--- src/pgb_pkg.sv ---
package pgb_pkg;
  // ----------------------------------------------------------------
  // register file addresses
  // ----------------------------------------------------------------
  localparam logic [7:0] PGB_ADDR_DATA = 8'h06;
  localparam logic [7:0] PGB_ADDR_INTCTL = 8'h0b;
  localparam logic [7:0] PGB_ADDR_OPTION = 8'h81;
  localparam logic [7:0] PGB_ADDR_DIR = 8'h86;
  localparam logic [7:0] PGB_ADDR_INTCTL_HI = 8'h8b;

  // ----------------------------------------------------------------
  // field positions
  // ----------------------------------------------------------------
  localparam int PGB_OPT_PULLUP_DIS_N = 7;
  localparam int PGB_OPT_EDGE_SEL = 6;
  localparam int PGB_ICW_GLOBAL_EN = 7;
  localparam int PGB_ICW_EXT_EN = 4;
  localparam int PGB_ICW_CHANGE_EN = 3;
  localparam int PGB_ICW_EXT_FLAG = 1;
  localparam int PGB_ICW_CHANGE_FLAG = 0;
  localparam int PGB_CHANGE_LO = 4;
  localparam int PGB_EXT_PIN = 0;

  // ----------------------------------------------------------------
  // reset values
  // ----------------------------------------------------------------
  localparam logic [7:0] PGB_RST_OPTION = 8'hff;
  localparam logic [7:0] PGB_RST_DIR = 8'hff;
  localparam logic [7:0] PGB_RST_LATCH = 8'h00;
  localparam logic [7:0] PGB_RST_ICW = 8'h00;

  // register file access from the core
  typedef struct packed {
    logic rd;
    logic wr;
    logic [7:0] addr;
    logic [7:0] wdata;
  } pgb_acc_s;

  // pin-side signals toward the pad ring
  typedef struct packed {
    logic [7:0] out;
    logic [7:0] oe_n;
    logic [7:0] pullup_en;
  } pgb_pad_s;
endpackage

--- src/pgb_port.sv ---
`timescale 1ns/1ps
module pgb_port
  import pgb_pkg::*;
#(
  parameter int WIDTH = 8
) (
  input wire logic clk,
  input wire logic reset_n,
  input wire pgb_acc_s acc,
  input wire logic [WIDTH-1:0] pin_in,
  output pgb_pad_s pad_q,
  output logic [7:0] rdata_q,
  output logic irq_q,
  output logic wake_q
);

  // ----------------------------------------------------------------
  // elaboration check
  // ----------------------------------------------------------------
  if (WIDTH != 8) begin : g_bad_width
    $error("pgb_port supports only an eight bit port");
  end

  // ----------------------------------------------------------------
  // state
  // ----------------------------------------------------------------
  logic [7:0] latch_q;
  logic [7:0] dir_q;
  logic [7:0] option_q;
  logic [7:0] icw_q;
  logic [3:0] snap_q;
  logic ext_prev_q;

  logic rd_data, wr_data, wr_icw, access_data;
  logic [3:0] mismatch;
  logic change_set, ext_edge;

  function automatic logic hit(input pgb_acc_s a, input logic [7:0] addr);
    return a.addr == addr;
  endfunction

  assign rd_data = acc.rd && hit(acc, PGB_ADDR_DATA);
  assign wr_data = acc.wr && hit(acc, PGB_ADDR_DATA);
  // the control word is mirrored in both banks
  assign wr_icw = acc.wr && (hit(acc, PGB_ADDR_INTCTL) || hit(acc, PGB_ADDR_INTCTL_HI));
  assign access_data = rd_data || wr_data;

  // ----------------------------------------------------------------
  // change detection
  // ----------------------------------------------------------------
  // upper inputs only
  assign mismatch = (pin_in[7:PGB_CHANGE_LO] ^ snap_q) & dir_q[7:PGB_CHANGE_LO];
  assign change_set = |mismatch;

  assign ext_edge = option_q[PGB_OPT_EDGE_SEL] ? (pin_in[PGB_EXT_PIN] && !ext_prev_q)
                                               : (!pin_in[PGB_EXT_PIN] && ext_prev_q);

  // ----------------------------------------------------------------
  // register writes
  // ----------------------------------------------------------------
  // latch loads regardless of direction
  always_ff @(posedge clk or negedge reset_n) begin
    if (!reset_n) begin
      latch_q <= PGB_RST_LATCH;
    end else if (wr_data) begin
      latch_q <= acc.wdata;
    end
  end

  always_ff @(posedge clk or negedge reset_n) begin
    if (!reset_n) begin
      dir_q <= PGB_RST_DIR;
    end else if (acc.wr && hit(acc, PGB_ADDR_DIR)) begin
      dir_q <= acc.wdata;
    end
  end

  always_ff @(posedge clk or negedge reset_n) begin
    if (!reset_n) begin
      option_q <= PGB_RST_OPTION;
    end else if (acc.wr && hit(acc, PGB_ADDR_OPTION)) begin
      option_q <= acc.wdata;
    end
  end

  // snapshot refreshed on any data register access
  // a write refreshes from the pins, not the written value: an output pin is masked anyway
  always_ff @(posedge clk or negedge reset_n) begin
    if (!reset_n) begin
      snap_q <= 4'h0;
    end else if (access_data) begin
      snap_q <= pin_in[7:PGB_CHANGE_LO];
    end
  end

  // resets high: with the default rising select a pin held high at release is no edge
  always_ff @(posedge clk or negedge reset_n) begin
    if (!reset_n) begin
      ext_prev_q <= 1'b1;
    end else begin
      ext_prev_q <= pin_in[PGB_EXT_PIN];
    end
  end

  // ----------------------------------------------------------------
  // interrupt control word
  // ----------------------------------------------------------------
  // set wins over clear while mismatch lasts
  always_ff @(posedge clk or negedge reset_n) begin
    if (!reset_n) begin
      icw_q <= PGB_RST_ICW;
    end else begin
      if (wr_icw) begin
        icw_q <= acc.wdata;
      end
      // the access that ends a mismatch still sets the flag this cycle
      if (change_set) begin
        icw_q[PGB_ICW_CHANGE_FLAG] <= 1'b1;
      end
      if (ext_edge) begin
        icw_q[PGB_ICW_EXT_FLAG] <= 1'b1;
      end
    end
  end

  // ----------------------------------------------------------------
  // outputs
  // ----------------------------------------------------------------
  // input pins undriven
  always_ff @(posedge clk or negedge reset_n) begin
    if (!reset_n) begin
      pad_q.out <= PGB_RST_LATCH;
      pad_q.oe_n <= PGB_RST_DIR;
      pad_q.pullup_en <= 8'h00;
    end else begin
      pad_q.out <= latch_q;
      pad_q.oe_n <= dir_q;
      pad_q.pullup_en <= dir_q & {8{!option_q[PGB_OPT_PULLUP_DIS_N]}};
    end
  end

  always_ff @(posedge clk or negedge reset_n) begin
    if (!reset_n) begin
      rdata_q <= 8'h00;
    end else if (acc.rd) begin
      unique case (acc.addr)
        PGB_ADDR_DATA: rdata_q <= pin_in;
        PGB_ADDR_INTCTL, PGB_ADDR_INTCTL_HI: rdata_q <= icw_q;
        PGB_ADDR_OPTION: rdata_q <= option_q;
        PGB_ADDR_DIR: rdata_q <= dir_q;
        default: rdata_q <= 8'h00;
      endcase
    end
  end

  always_ff @(posedge clk or negedge reset_n) begin
    if (!reset_n) begin
      irq_q <= 1'b0;
      wake_q <= 1'b0;
    end else begin
      irq_q <= icw_q[PGB_ICW_GLOBAL_EN] &&
               ((icw_q[PGB_ICW_CHANGE_FLAG] && icw_q[PGB_ICW_CHANGE_EN]) ||
                (icw_q[PGB_ICW_EXT_FLAG] && icw_q[PGB_ICW_EXT_EN]));
      wake_q <= icw_q[PGB_ICW_CHANGE_FLAG] && icw_q[PGB_ICW_CHANGE_EN];
    end
  end

  // ----------------------------------------------------------------
  // assertions
  // ----------------------------------------------------------------
  property p_flag_on_mismatch;
    @(posedge clk) disable iff (!reset_n) change_set |=> icw_q[PGB_ICW_CHANGE_FLAG];
  endproperty
  a_flag_on_mismatch: assert property (p_flag_on_mismatch)
    else $error("change flag not set after mismatch");

  property p_outputs_masked;
    @(posedge clk) disable iff (!reset_n)
      (pin_in[7:4] != snap_q) && (dir_q[7:4] == 4'h0) && !wr_icw
        && !icw_q[PGB_ICW_CHANGE_FLAG] |=> !icw_q[PGB_ICW_CHANGE_FLAG];
  endproperty
  a_outputs_masked: assert property (p_outputs_masked)
    else $error("output pin caused change flag");

  property p_snap_refresh;
    @(posedge clk) disable iff (!reset_n) access_data |=> snap_q == $past(pin_in[7:4]);
  endproperty
  a_snap_refresh: assert property (p_snap_refresh)
    else $error("snapshot not refreshed on data access");

  property p_sticky;
    @(posedge clk) disable iff (!reset_n)
      icw_q[PGB_ICW_CHANGE_FLAG] && !wr_icw |=> icw_q[PGB_ICW_CHANGE_FLAG];
  endproperty
  a_sticky: assert property (p_sticky)
    else $error("change flag dropped without a write");

  property p_pad_drive;
    @(posedge clk) disable iff (!reset_n) 1'b1 |=> pad_q.oe_n == $past(dir_q);
  endproperty
  a_pad_drive: assert property (p_pad_drive)
    else $error("driver enable does not follow direction");

  property p_pad_value;
    @(posedge clk) disable iff (!reset_n) wr_data |=> ##1 pad_q.out == $past(acc.wdata, 2);
  endproperty
  a_pad_value: assert property (p_pad_value)
    else $error("pin output does not follow latch");

  property p_no_pullup_out;
    @(posedge clk) disable iff (!reset_n) (pad_q.pullup_en & ~pad_q.oe_n) == 8'h00;
  endproperty
  a_no_pullup_out: assert property (p_no_pullup_out)
    else $error("pull-up on output pin");

  property p_pullup_ctl;
    @(posedge clk) disable iff (!reset_n)
      option_q[PGB_OPT_PULLUP_DIS_N] |=> pad_q.pullup_en == 8'h00;
  endproperty
  a_pullup_ctl: assert property (p_pullup_ctl)
    else $error("pull-up on while disabled");

  property p_ext_edge;
    @(posedge clk) disable iff (!reset_n)
      option_q[PGB_OPT_EDGE_SEL] && $rose(pin_in[0]) |=> icw_q[PGB_ICW_EXT_FLAG];
  endproperty
  a_ext_edge: assert property (p_ext_edge)
    else $error("rising edge missed on external pin");

  property p_wake;
    @(posedge clk) disable iff (!reset_n)
      icw_q[PGB_ICW_CHANGE_FLAG] && icw_q[PGB_ICW_CHANGE_EN] |=> wake_q;
  endproperty
  a_wake: assert property (p_wake)
    else $error("wake not raised");

  property p_read_pins;
    @(posedge clk) disable iff (!reset_n) rd_data |=> rdata_q == $past(pin_in);
  endproperty
  a_read_pins: assert property (p_read_pins)
    else $error("data read does not return pin levels");

  property p_irq_gate;
    @(posedge clk) disable iff (!reset_n)
      !icw_q[PGB_ICW_GLOBAL_EN] |=> !irq_q;
  endproperty
  a_irq_gate: assert property (p_irq_gate)
    else $error("request raised without global enable");

  property p_ext_fall;
    @(posedge clk) disable iff (!reset_n)
      !option_q[PGB_OPT_EDGE_SEL] && $fell(pin_in[0]) |=> icw_q[PGB_ICW_EXT_FLAG];
  endproperty
  a_ext_fall: assert property (p_ext_fall)
    else $error("falling edge missed on external pin");

  property p_flag_clear;
    @(posedge clk) disable iff (!reset_n)
      wr_icw && !acc.wdata[PGB_ICW_CHANGE_FLAG] && !change_set
        |=> !icw_q[PGB_ICW_CHANGE_FLAG];
  endproperty
  a_flag_clear: assert property (p_flag_clear)
    else $error("change flag not cleared by write");

  property p_latch_load;
    @(posedge clk) disable iff (!reset_n) wr_data |=> latch_q == $past(acc.wdata);
  endproperty
  a_latch_load: assert property (p_latch_load)
    else $error("output latch not loaded by write");

  c_change: cover property (@(posedge clk) disable iff (!reset_n) change_set ##1 irq_q);
  c_clear: cover property (@(posedge clk) disable iff (!reset_n)
    access_data ##1 wr_icw ##1 !icw_q[PGB_ICW_CHANGE_FLAG]);
  c_ext: cover property (@(posedge clk) disable iff (!reset_n) ext_edge);
  c_wake_only: cover property (@(posedge clk) disable iff (!reset_n) wake_q && !irq_q);
  c_masked: cover property (@(posedge clk) disable iff (!reset_n)
    (dir_q[7:4] == 4'h0) && (pin_in[7:4] != snap_q));

endmodule // pgb_port

--- config.mk ---
export PLATFORM = sky130hd
export DESIGN_NAME = pgb_port
export DESIGN_NICKNAME = d
export VERILOG_FILES = /design/src/pgb_pkg.sv /design/src/pgb_port.sv
export SDC_FILE = /design/constraint.sdc
export NUM_CORES = 1
export LEC_CHECK = 0
export BUFFER_PORTS_ARGS = -buffer_cell sky130_fd_sc_hd__buf_2
export CAP_MARGIN = 15
export CORE_MARGIN = 3
export CORE_UTILIZATION = 50
export DETAILED_ROUTE_END_ITERATION = 8
export GPL_TIMING_DRIVEN = 1
export PLACE_DENSITY = 0.8
export RECOVER_POWER = 25
export SYNTH_ARGS = -nofsm -noshare
export SYNTH_HDL_FRONTEND = slang
export SYNTH_SLANG_ARGS = --single-unit
--- constraint.sdc ---
create_clock -name clk -period 2.3 [get_ports clk]
set_input_delay 0.115 -clock clk [delete_from_list [all_inputs] [get_ports clk]]
set_output_delay 0.115 -clock clk [all_outputs]
set_load 0.01 [all_outputs]
======== Word level (Yosys, flattened, before mapping) ========
Index checks and enable logic that the tools add are counted.
word-level totals
  input bits .............................. 28
  output and inout bits ................... 34
  register bits after elaboration ......... 71
  logic and storage cells ................. 47
operators by class
  bitwise gates (word level) .............. 3
  eq/ne operators ......................... 5
  mux-type cells .......................... 5
  reduce and logical (&&, ||, !) cells .... 20
operators by type and width
  kind                  count
  $pmux W8 S4           1
  $eq A8 B8 Y1 const B  3
  $logic_and A1 B1 Y1   10
  $and A8 B8 Y8         1
  $eq A8 B3 Y1 const B  1
  $eq A8 B4 Y1 const B  1
  $and A4 B4 Y4         1
  $reduce_bool A2 Y1    2
  $reduce_or A4 Y1      1
  $xor A4 B4 Y4         1
  $logic_not A1 Y1      3
  $logic_or A1 B1 Y1    3
  $mux W1               3
  $mux W2               1
  $reduce_or A2 Y1      1

======== Logic depth before layout (Yosys ltp) ========
Gate-level depths: netlist of the first run.
  depth after elaboration ................. 5
  mapped depth ............................ 5
  mapped depth without buffers ............ 4

======== Worst setup path after synthesis of the first run ========
OpenSTA, ideal clock, no wires.
  kind .................................... input-to-reg
  start point ............................. in acc[13] (netlist bit)
  end point ............................... reg latch_q[0]
  buffers on the path ..................... 0
  stages on the path ...................... 4
  path slack .............................. 1.038 ns
  arrival ................................. 1.138 ns
  required time ........................... 2.175 ns
  setup time .............................. 0.125 ns
  cells stage by stage .................... nor3_4 -> nand2_1 -> nor2_8 -> mux2_2
on the way
  cells in the longest elaborated chain, start to end .. 2
ends and longest elaborated chain
  item                    RTL line        RTL
  start: declaration      pgb_port.sv:9   input wire pgb_acc_s acc,
  $eq A8 B3 Y1            pgb_port.sv:39  return a.addr == addr;
  $logic_and A1 B1 Y1     pgb_port.sv:43  assign wr_data = acc.wr && hit(acc, PGB_ADDR_DATA);
  end signal: assignment  pgb_port.sv:66  latch_q <= acc.wdata;
  end: declaration        pgb_port.sv:27  logic [7:0] latch_q;
No other way between the ends.
A chain may end at the register's enable or synchronous reset.

==> flow_summary.ini, run 1 <==
[global_routing]
grt_usage = 0.186
grt_pass1_vias = 1748
antenna_found_initial = 0
grt_pass1_wl_um = 8950
grt_overflow = 0
grt_max_degree = 57

[yosys]
ys_seq_area_frac = 0.624
synth_seq_cells = 71
syn_nets = 220
syn-cell-area_um2 = 2900
synth.distinct_cells = 35
syn_inst = 192
netlist.top_cell.by_area = dfrtp_1
synthTopCellsByArea = dfrtp_1 40%, dfstp_2 23%, mux2_2 14%, nor2b_1 3.5%, a22oi_1 2.3%
syn_area_per_cell_um2 = 15.1
synth_top_cell_area_share = 0.398
yosysWarnings = 0

[finish]
area_delta_synth_final_pct = 20.3
utilization = 0.629
drive_above_1_share = 0.507
diodes = 0
num-fill-cells = 449
fin_nets = 291

[clock_tree]
cts_resized = 0
cts.path.max_buffers = 2
cts_root_buffer = clkbuf_8
cts_num_sinks = 71
cts_max_level = 3
clk_pin_slew_ns = 0.07
cts_setup_buffers = 0
cts_buffers = 9
worstSkewPairLatency_ns = 0.34
cts_tree = built

[route]
ant_nets = 0
drc = 0
wire_per_inst_um = 16.8
num_vias = 1847
vias_per_cell = 5.43
drt_pass1_iterations = 4
drt_iter0_markers = 85
wl_um = 5720

[floorplan]
dieHeight_um = 82.1
die_w_um = 82.1
dieArea_um2 = 6740
rows = 27
core_area_um2 = 5540
start_util = 0.523
io_pins = 62

[worst_setup_path]
worstSetupPathType = in -> async
crit_path_end_kind = async pin
crit_arrival_ns = 1.69
rr_startpoint = option_q[7]
rrSetupSlack_ns = 1.10
crit_fanout = 56
critical_path.startpoint_type = input pin
rr_endpoint = rdata_q[7]
rr_worst_depth = 3
crit_required_ns = 2.75

[place]
detailedPlace.worstSlack_ns = 0.848
dp_hpwl_um = 4200
gp_congestion = 0.817
io_buffers = 61

[sta]
finalMaxSlewViolations = 0
setup_viol = 0
period_share = 0.536
finalHoldViolations = 0
fmax_ghz = 0.811
tns_ns = 0
fin_ws_ns = 1.07
min_period_ns = 1.23
clock-skew-final_ns = 0.00517
slew_headroom = 0.416
holdWs_ns = 0.0541
tightest_slew_ns = 0.875
rsz0062_at_grt = no

[pwr]
powerDensity_nw_per_um2 = 726
leakage_uw = 0.00170
vdd_drop_max_uv = 480

[hold_path]
min_from = pin_in[6]
hold_end = snap_q[2]
holdPathStages = 2
hold_class = in -> reg

[status]
status = complete, no violations

[run]
maxCapViolations = 0
[placed cells by master, fill, tap and decap left out, drive strengths merged, types with 3 or more instances in the layout]
cell,n
nor2b,16
o21ai,8
clkinv,4
xor2,4
dfrtp,46
dfstp,25
mux2,35
nand2,5
o22a,7
buf,61
a32oi,7
nor2,3
a22oi,9
clkbuf,12
[metal layers]
layer  part of all wire  vias to the layer above  global-route usage  wire length (um)
met2               0.49                       55               0.287              2820
met1               0.42                      929               0.237              2410
li1                   -                      851                   -                 -
met5                  0                        -                   0                 0
met3              0.061                       12              0.0651               349
met4              0.023                        0              0.0797               134
[worst max path at each step]
stage                   from         end  slack (ns)
detailed placement   acc[13]  latch_q[3]        0.85
CTS                 pad_q[9]    pad_q[9]        1.19
floorplan            acc[13]  latch_q[0]        1.04
finish               reset_n   pad_q[13]        1.07
global placement      acc[8]  latch_q[0]        0.88
global route         reset_n   pad_q[13]        0.86
[cell type report]
class                      count  area, um^2  area share
tap                           72        90.1      0.0259
multi-input combinational    114        1040       0.298
clock buffer                  10         128      0.0366
timing repair buffer          65         350       0.101
clock inverter                 6        61.3      0.0176
sequential                    71        1810       0.519
inverter                       2        7.51     0.00216
[what timing repair did]
action | in CTS | in global routing
hold buffers | 2 | 0
endpoints found under the hold margin | 16 | 0
endpoints found under the setup margin | 0 | 0
[state kept, by name (all words and copies together) (netlist names)]
| name | count |
|---|---|
| dir_q | 8 |
| ext_prev_q | 1 |
| icw_q | 8 |
| irq_q | 1 |
| latch_q | 8 |
| option_q | 8 |
| pad_q | 24 |
| rdata_q | 8 |
| snap_q | 4 |
| wake_q | 1 |
[through the flow]
stage / total power (uW) / cell area, um^2 / cells
after floorplan: 1500 / 2900 / 192
after global placement: 1610 / 3280 / 322
after detailed placement: 1620 / 3280 / 322
after CTS: 2560 / 3490 / 340
after global routing: 2650 / 3480 / 340
final: 2530 / 3480 / 340
[logic make-up (layout without fill, tap and decap cells)]
group,Yosys count,after routing,share of synthesized area
and+or+nand+nor,36,36,0.109
DFF,71,71,0.624
AOI/OAI and AO/OA,37,37,0.0942
xor gates and xnor gates,4,4,0.0121
muxes,37,37,0.143
buffers and inverters,7,83,0.0169
[Yosys cell counts]
cell type and instances:
a21oi_1 2, a22oi_1 9, a32o_1 1, a32oi_1 7, and2_1 1, and2b_1 1, and3b_1 1, and4b_1 1
and4bb_2 1, buf_4 2, buf_6 2, clkbuf_1 1, dfrtp_1 46, dfstp_2 25, inv_1 2, mux2_2 35
mux2i_1 2, nand2_1 4, nand2_4 1, nand3_1 1, nand3_4 1, nand4_4 2, nor2_1 1, nor2_4 1
nor2_8 1, nor2b_1 16, nor3_4 1, nor3b_4 1, nor4bb_1 1, o211ai_1 1, o21ai_0 8, o22a_1 7
o22ai_1 1, o311ai_0 1, xor2_1 4
[power breakdown]
part / internal, uW / total, uW / switching [uW]
sequential: 1330 / 1370 / 40.2
combinational: 99.5 / 222 / 123
clock: 496 / 935 / 438
total: 1930 / 2530 / 601
[worst max-delay path, stage by stage]
cell and delay, ns:
dlygate4sd3_1 0.52, clkbuf_1 0.66, buf_12 0.35
(Power assumes the default switching activity.)
==> run 2, diff against run 1 <==
--- a/config.mk
+++ b/config.mk
@@ -8,7 +8,7 @@
 export BUFFER_PORTS_ARGS = -buffer_cell sky130_fd_sc_hd__buf_2
 export CAP_MARGIN = 15
 export CORE_MARGIN = 3
-export CORE_UTILIZATION = 50
+export CORE_UTILIZATION = 48
 export DETAILED_ROUTE_END_ITERATION = 8
 export GPL_TIMING_DRIVEN = 1
 export PLACE_DENSITY = 0.8
==> constraint.sdc (replaced) <==
create_clock -name clk -period 1.13 [get_ports clk]
set_input_delay 0.0565 -clock clk [delete_from_list [all_inputs] [get_ports clk]]
set_output_delay 0.0565 -clock clk [all_outputs]
set_load 0.01 [all_outputs]
==> flow_summary.ini, run 2 (same netlist as run 1, synthesis figures left out) <==
[clock_tree]
cts_tree = built
cts_num_sinks = 71
cts_buffers = 9
clk_pin_slew_ns = 0.08
cts_root_buffer = clkbuf_8
cts_setup_buffers = 0
worstSkewPairLatency_ns = 0.35
cts.path.max_buffers = 2
cts_max_level = 3

[worst_setup_path]
worstSetupPathType = reg -> out
crit_fanout = 1
crit_required_ns = 1.07
cpLargestDelayFamily = flip-flops
path_buf_inv = 1
crit_arrival_ns = 0.99
crit_path_end_kind = primary output
path_cells = buf_2
critical_path.startpoint_type = register
rr_worst_depth = 3
rr_startpoint = dir_q[0]
slowest_stage = dfstp_2
rr_endpoint = rdata_q[0]
max_stage_delay_ns = 0.52
rrSetupSlack_ns = 0.09

[status]
status = complete, no violations

[floorplan]
io_pins = 62
die_w_um = 83.7
rows = 27
core_area_um2 = 5680
dieHeight_um = 83.7
dieArea_um2 = 7000
start_util = 0.510

[finish]
largest_register = pad_q
final_area_um2 = 3690
final_common_cell = buf_2
largest_reg_flops = 24
area_delta_synth_final_pct = 27.6
diodes = 0
fin_nets = 312
final_cell_mix = 59 x buf_2, 46 x dfrtp_1, 35 x mux2_2, 25 x dfstp_2, 16 x nor2b_1
drive_above_1_share = 0.557
num-fill-cells = 452

[sta]
finalHoldViolations = 0
clock-skew-final_ns = 0.00534
fin_ws_ns = 0.0858
slew_headroom = 0.598
setup_viol = 0
period_share = 0.924
tightest_slew_ns = 0.603
min_period_ns = 1.04
finalMaxSlewViolations = 0
fmax_ghz = 0.958
rsz0062_at_grt = no

[pwr]
leakage_uw = 0.00181
vdd_drop_max_uv = 973
powerDensity_nw_per_um2 = 1520

[route]
wire_per_inst_um = 17.7
drt_iter0_markers = 80
ant_nets = 0
vias_per_cell = 5.42
drt_pass1_iterations = 4
drc = 0
wl_um = 6400
num_vias = 1957

[global_routing]
grt_pass1_wl_um = 10600
grt_usage = 0.196
antenna_found_initial = 0
grt_max_degree = 72
grt_pass1_vias = 2139
grt_overflow = 0

[place]
io_buffers = 61
dp_hpwl_um = 4650
dpl-instance-area_um2 = 3380
gp_congestion = 0.879
detailedPlace.worstSlack_ns = -0.208

[hold_path]
hold_class = in -> reg
hold_end = latch_q[0]
holdPathStages = 2
min_from = acc[0]

[run]
maxCapViolations = 0
## run 2: cell types whose count changed in the layout (fill, tap and decap cells not counted), sizes merged
| cell | before | now |
|---|---|---|
| buf | 61 | 75 |
| bufinv | 1 | 2 |
| clkbuf | 12 | 13 |
| clkinv | 4 | 1 |
| clkinvlp | 1 | 2 |
| dlygate4sd3 | 2 | 9 |
## run 2: timing repair
action	in CTS	in global routing
hold endpoints to repair	60	1
hold buffers	8	1
resized for setup	0	2
endpoints found under the setup margin	0	2
## run 2: worst max-delay path by stage
stage,start,end,slack [ns],depth (start not counted)
floorplan,acc[14],latch_q[0],-0.03,4
global placement,acc[9],rdata_q[6],-0.13,5
detailed placement,acc[11],rdata_q[6],-0.21,5
CTS,pad_q[8],pad_q[8],0.06,1
global route,dir_q[7],rdata_q[7],0.007,3
finish,pad_q[8],pad_q[8],0.09,1
## run 2: where the power goes
group | total [uW] | switching (uW) | internal (uW) | leakage (uW)
sequential | 2800 | 81.5 | 2720 | 0.000873
combinational | 510 | 269 | 242 | 0.000827
clock | 2310 | 951 | 1360 | 0.000112
## run 2: cell type report
class	instances	area, um^2	area share
sequential	71	1810	0.489
timing repair buffer	86	517	0.140
inverter	2	7.51	0.00203
tap	72	90.1	0.0244
multi-input combinational	114	1040	0.282
clock buffer	11	151	0.0410
clock inverter	5	80.1	0.0217
## run 2: routing by layer
metal,wire length (um),part of all wire,track usage
met5,0,0,0
met2,3070,0.48,0.304
met3,500,0.078,0.0879
met4,130,0.020,0.0716
met1,2700,0.42,0.242
## run 2: worst reg2reg max path, stage by stage (launching register included)
cell and delay [ns]:
dfstp_2 0.56, a22oi_1 0.09, o21ai_0 0.18, o22a_1 0.15
## run 2: stage by stage
| step | hold slack (ns) | total power, uW | std cells | utilization | setup TNS, ns |
|---|---|---|---|---|---|
| after global routing | 0.0102 | 5850 | 361 | 0.651 | 0 |
| after CTS | 0.00191 | 5680 | 360 | 0.651 | 0 |
| after floorplan | -0.239 | 3050 | 192 | - | -0.299 |
| after global placement | 0.105 | 3320 | 336 | 0.596 | -2.90 |
| final | 0.0197 | 5620 | 361 | 0.651 | 0 |
| after detailed placement | 0.108 | 3340 | 336 | 0.596 | -4.15 |
==> run 3, diff against run 2 <==
--- a/config.mk
+++ b/config.mk
@@ -8,7 +8,7 @@
 export BUFFER_PORTS_ARGS = -buffer_cell sky130_fd_sc_hd__buf_2
 export CAP_MARGIN = 15
 export CORE_MARGIN = 3
-export CORE_UTILIZATION = 48
+export CORE_UTILIZATION = 50
 export DETAILED_ROUTE_END_ITERATION = 8
 export GPL_TIMING_DRIVEN = 1
 export PLACE_DENSITY = 0.8
==> constraint.sdc (replaced) <==
create_clock -name clk -period 1.2 [get_ports clk]
set_input_delay 0.06 -clock clk [delete_from_list [all_inputs] [get_ports clk]]
set_output_delay 0.06 -clock clk [all_outputs]
set_load 0.01 [all_outputs]
==> flow_summary.ini, run 3 (same netlist as run 1, synthesis figures left out) <==
[clock_tree]
cts_root_buffer = clkbuf_8
cts_num_sinks = 71
cts_buffers = 9
cts.path.max_buffers = 2
cts_max_level = 3
worstSkewPairLatency_ns = 0.35
clk_pin_slew_ns = 0.07
cts_tree = built
cts_setup_buffers = 0

[pwr]
total_power_uw = 4930
powerDensity_nw_per_um2 = 1350
vdd_drop_max_uv = 665
leakage_uw = 0.00178

[global_routing]
antenna_found_initial = 0
grt_pass1_vias = 1854
grt_usage = 0.200
grt_max_degree = 21
grt_pass1_wl_um = 9710
grt_overflow = 0

[status]
status = complete, no violations

[sta]
setup_viol = 0
finalMaxSlewViolations = 0
tightest_slew_ns = 0.592
fmax_ghz = 0.913
slew_headroom = 0.606
rsz0062_at_grt = no
finalHoldViolations = 0
min_period_ns = 1.10
holdWs_ns = 0.00994
period_share = 0.913
clock-skew-final_ns = 0.00789

[finish]
largest_register = pad_q
diodes = 0
final_cell_mix = 59 x buf_2, 46 x dfrtp_1, 35 x mux2_2, 20 x dfstp_2, 16 x nor2b_1
stdcell_count = 355
drive_above_1_share = 0.537
largest_reg_flops = 24
area_delta_synth_final_pct = 25.7
num-fill-cells = 434
utilization = 0.657
final_common_cell = buf_2
fin_nets = 306

[route]
vias_per_cell = 5.30
ant_nets = 0
wire_per_inst_um = 17.2
wl_um = 6100
drc = 0
drt_pass1_iterations = 4
num_vias = 1881
drt_iter0_markers = 60

[hold_path]
hold_class = in -> reg

[place]
placed_cells = 332
dp_hpwl_um = 4430
gp_congestion = 0.844
io_buffers = 61

[worst_setup_path]
critical_path.startpoint_type = register
crit_required_ns = 1.48
crit_path_end_kind = register
worstSetupPathType = reg -> reg
crit_fanout = 5
crit_arrival_ns = 1.38

[run]
maxCapViolations = 0

[floorplan]
dieArea_um2 = 6740
io_pins = 62
dieHeight_um = 82.1
die_w_um = 82.1
start_util = 0.523
rows = 27
core_area_um2 = 5540
run 3: cell types whose count changed in the layout (fill, tap and decap cells not counted), sizes merged:
cell         before  now
clkinv            1    2
dlygate4sd3       9    7
bufinv            2    0
clkbuf           13   14
buf              75   71
run 3: timing repair:
item / CTS / global route
hold buffers: 7 / 0
hold endpoints to repair: 16 / 0
resized for setup: 0 / 0
run 3: per-layer routing:
layer  part of all wire  vias to the layer above  GRT usage
met5                  0                        -          0
met4              0.014                        0     0.0897
met3              0.057                        6     0.0499
met2               0.50                       63      0.321
met1               0.43                      934      0.259
li1                   -                      878          -
run 3: worst max-delay path, cell delays in order (launching register included):
cell and delay (ns):
dfstp_2 0.58, a22oi_1 0.09, o21ai_0 0.21, o22a_1 0.15
run 3: metrics by stage:
| step | setup TNS, ns | worst slack [ns] | cell area, um^2 |
|---|---|---|---|
| floorplan | -0.0593 | -0.00741 | 2900 |
| global placement | -1.23 | -0.0519 | 3380 |
| detailed placement | -2.21 | -0.0907 | 3380 |
| CTS | 0 | 0.0970 | 3640 |
| global route | 0 | 0.0363 | 3640 |
| finish | 0 | 0.105 | 3640 |
run 3: layout make-up:
cell class                 instances  area, um^2  area share
timing repair buffer              80         502       0.138
clock inverter                     4        28.8     0.00791
sequential                        71        1810       0.497
inverter                           2        7.51     0.00206
clock buffer                      12         165      0.0454
tap                               72        90.1      0.0248
multi-input combinational        114        1040       0.285
run 3: final timing paths:
path                             from  slack, ns     endpoint  cells after the start
max                          dir_q[7]       0.10   rdata_q[7]                      3
min                         pin_in[7]       0.01    snap_q[3]                      2
max in group asynchronous     reset_n       0.35  option_q[7]                      3
max reg2reg                  dir_q[7]       0.10   rdata_q[7]                      3
min in group asynchronous     reset_n       0.25     icw_q[0]                      2
min reg2reg                latch_q[1]       0.38    pad_q[17]                      0
run 3: power breakdown:
group / total, uW / leakage, uW / switching, uW / internal, uW
Combinational: 479 / 0.000812 / 250 / 228
Sequential: 2630 / 0.000874 / 73.9 / 2550
Clock: 1820 / 0.0000946 / 900 / 919
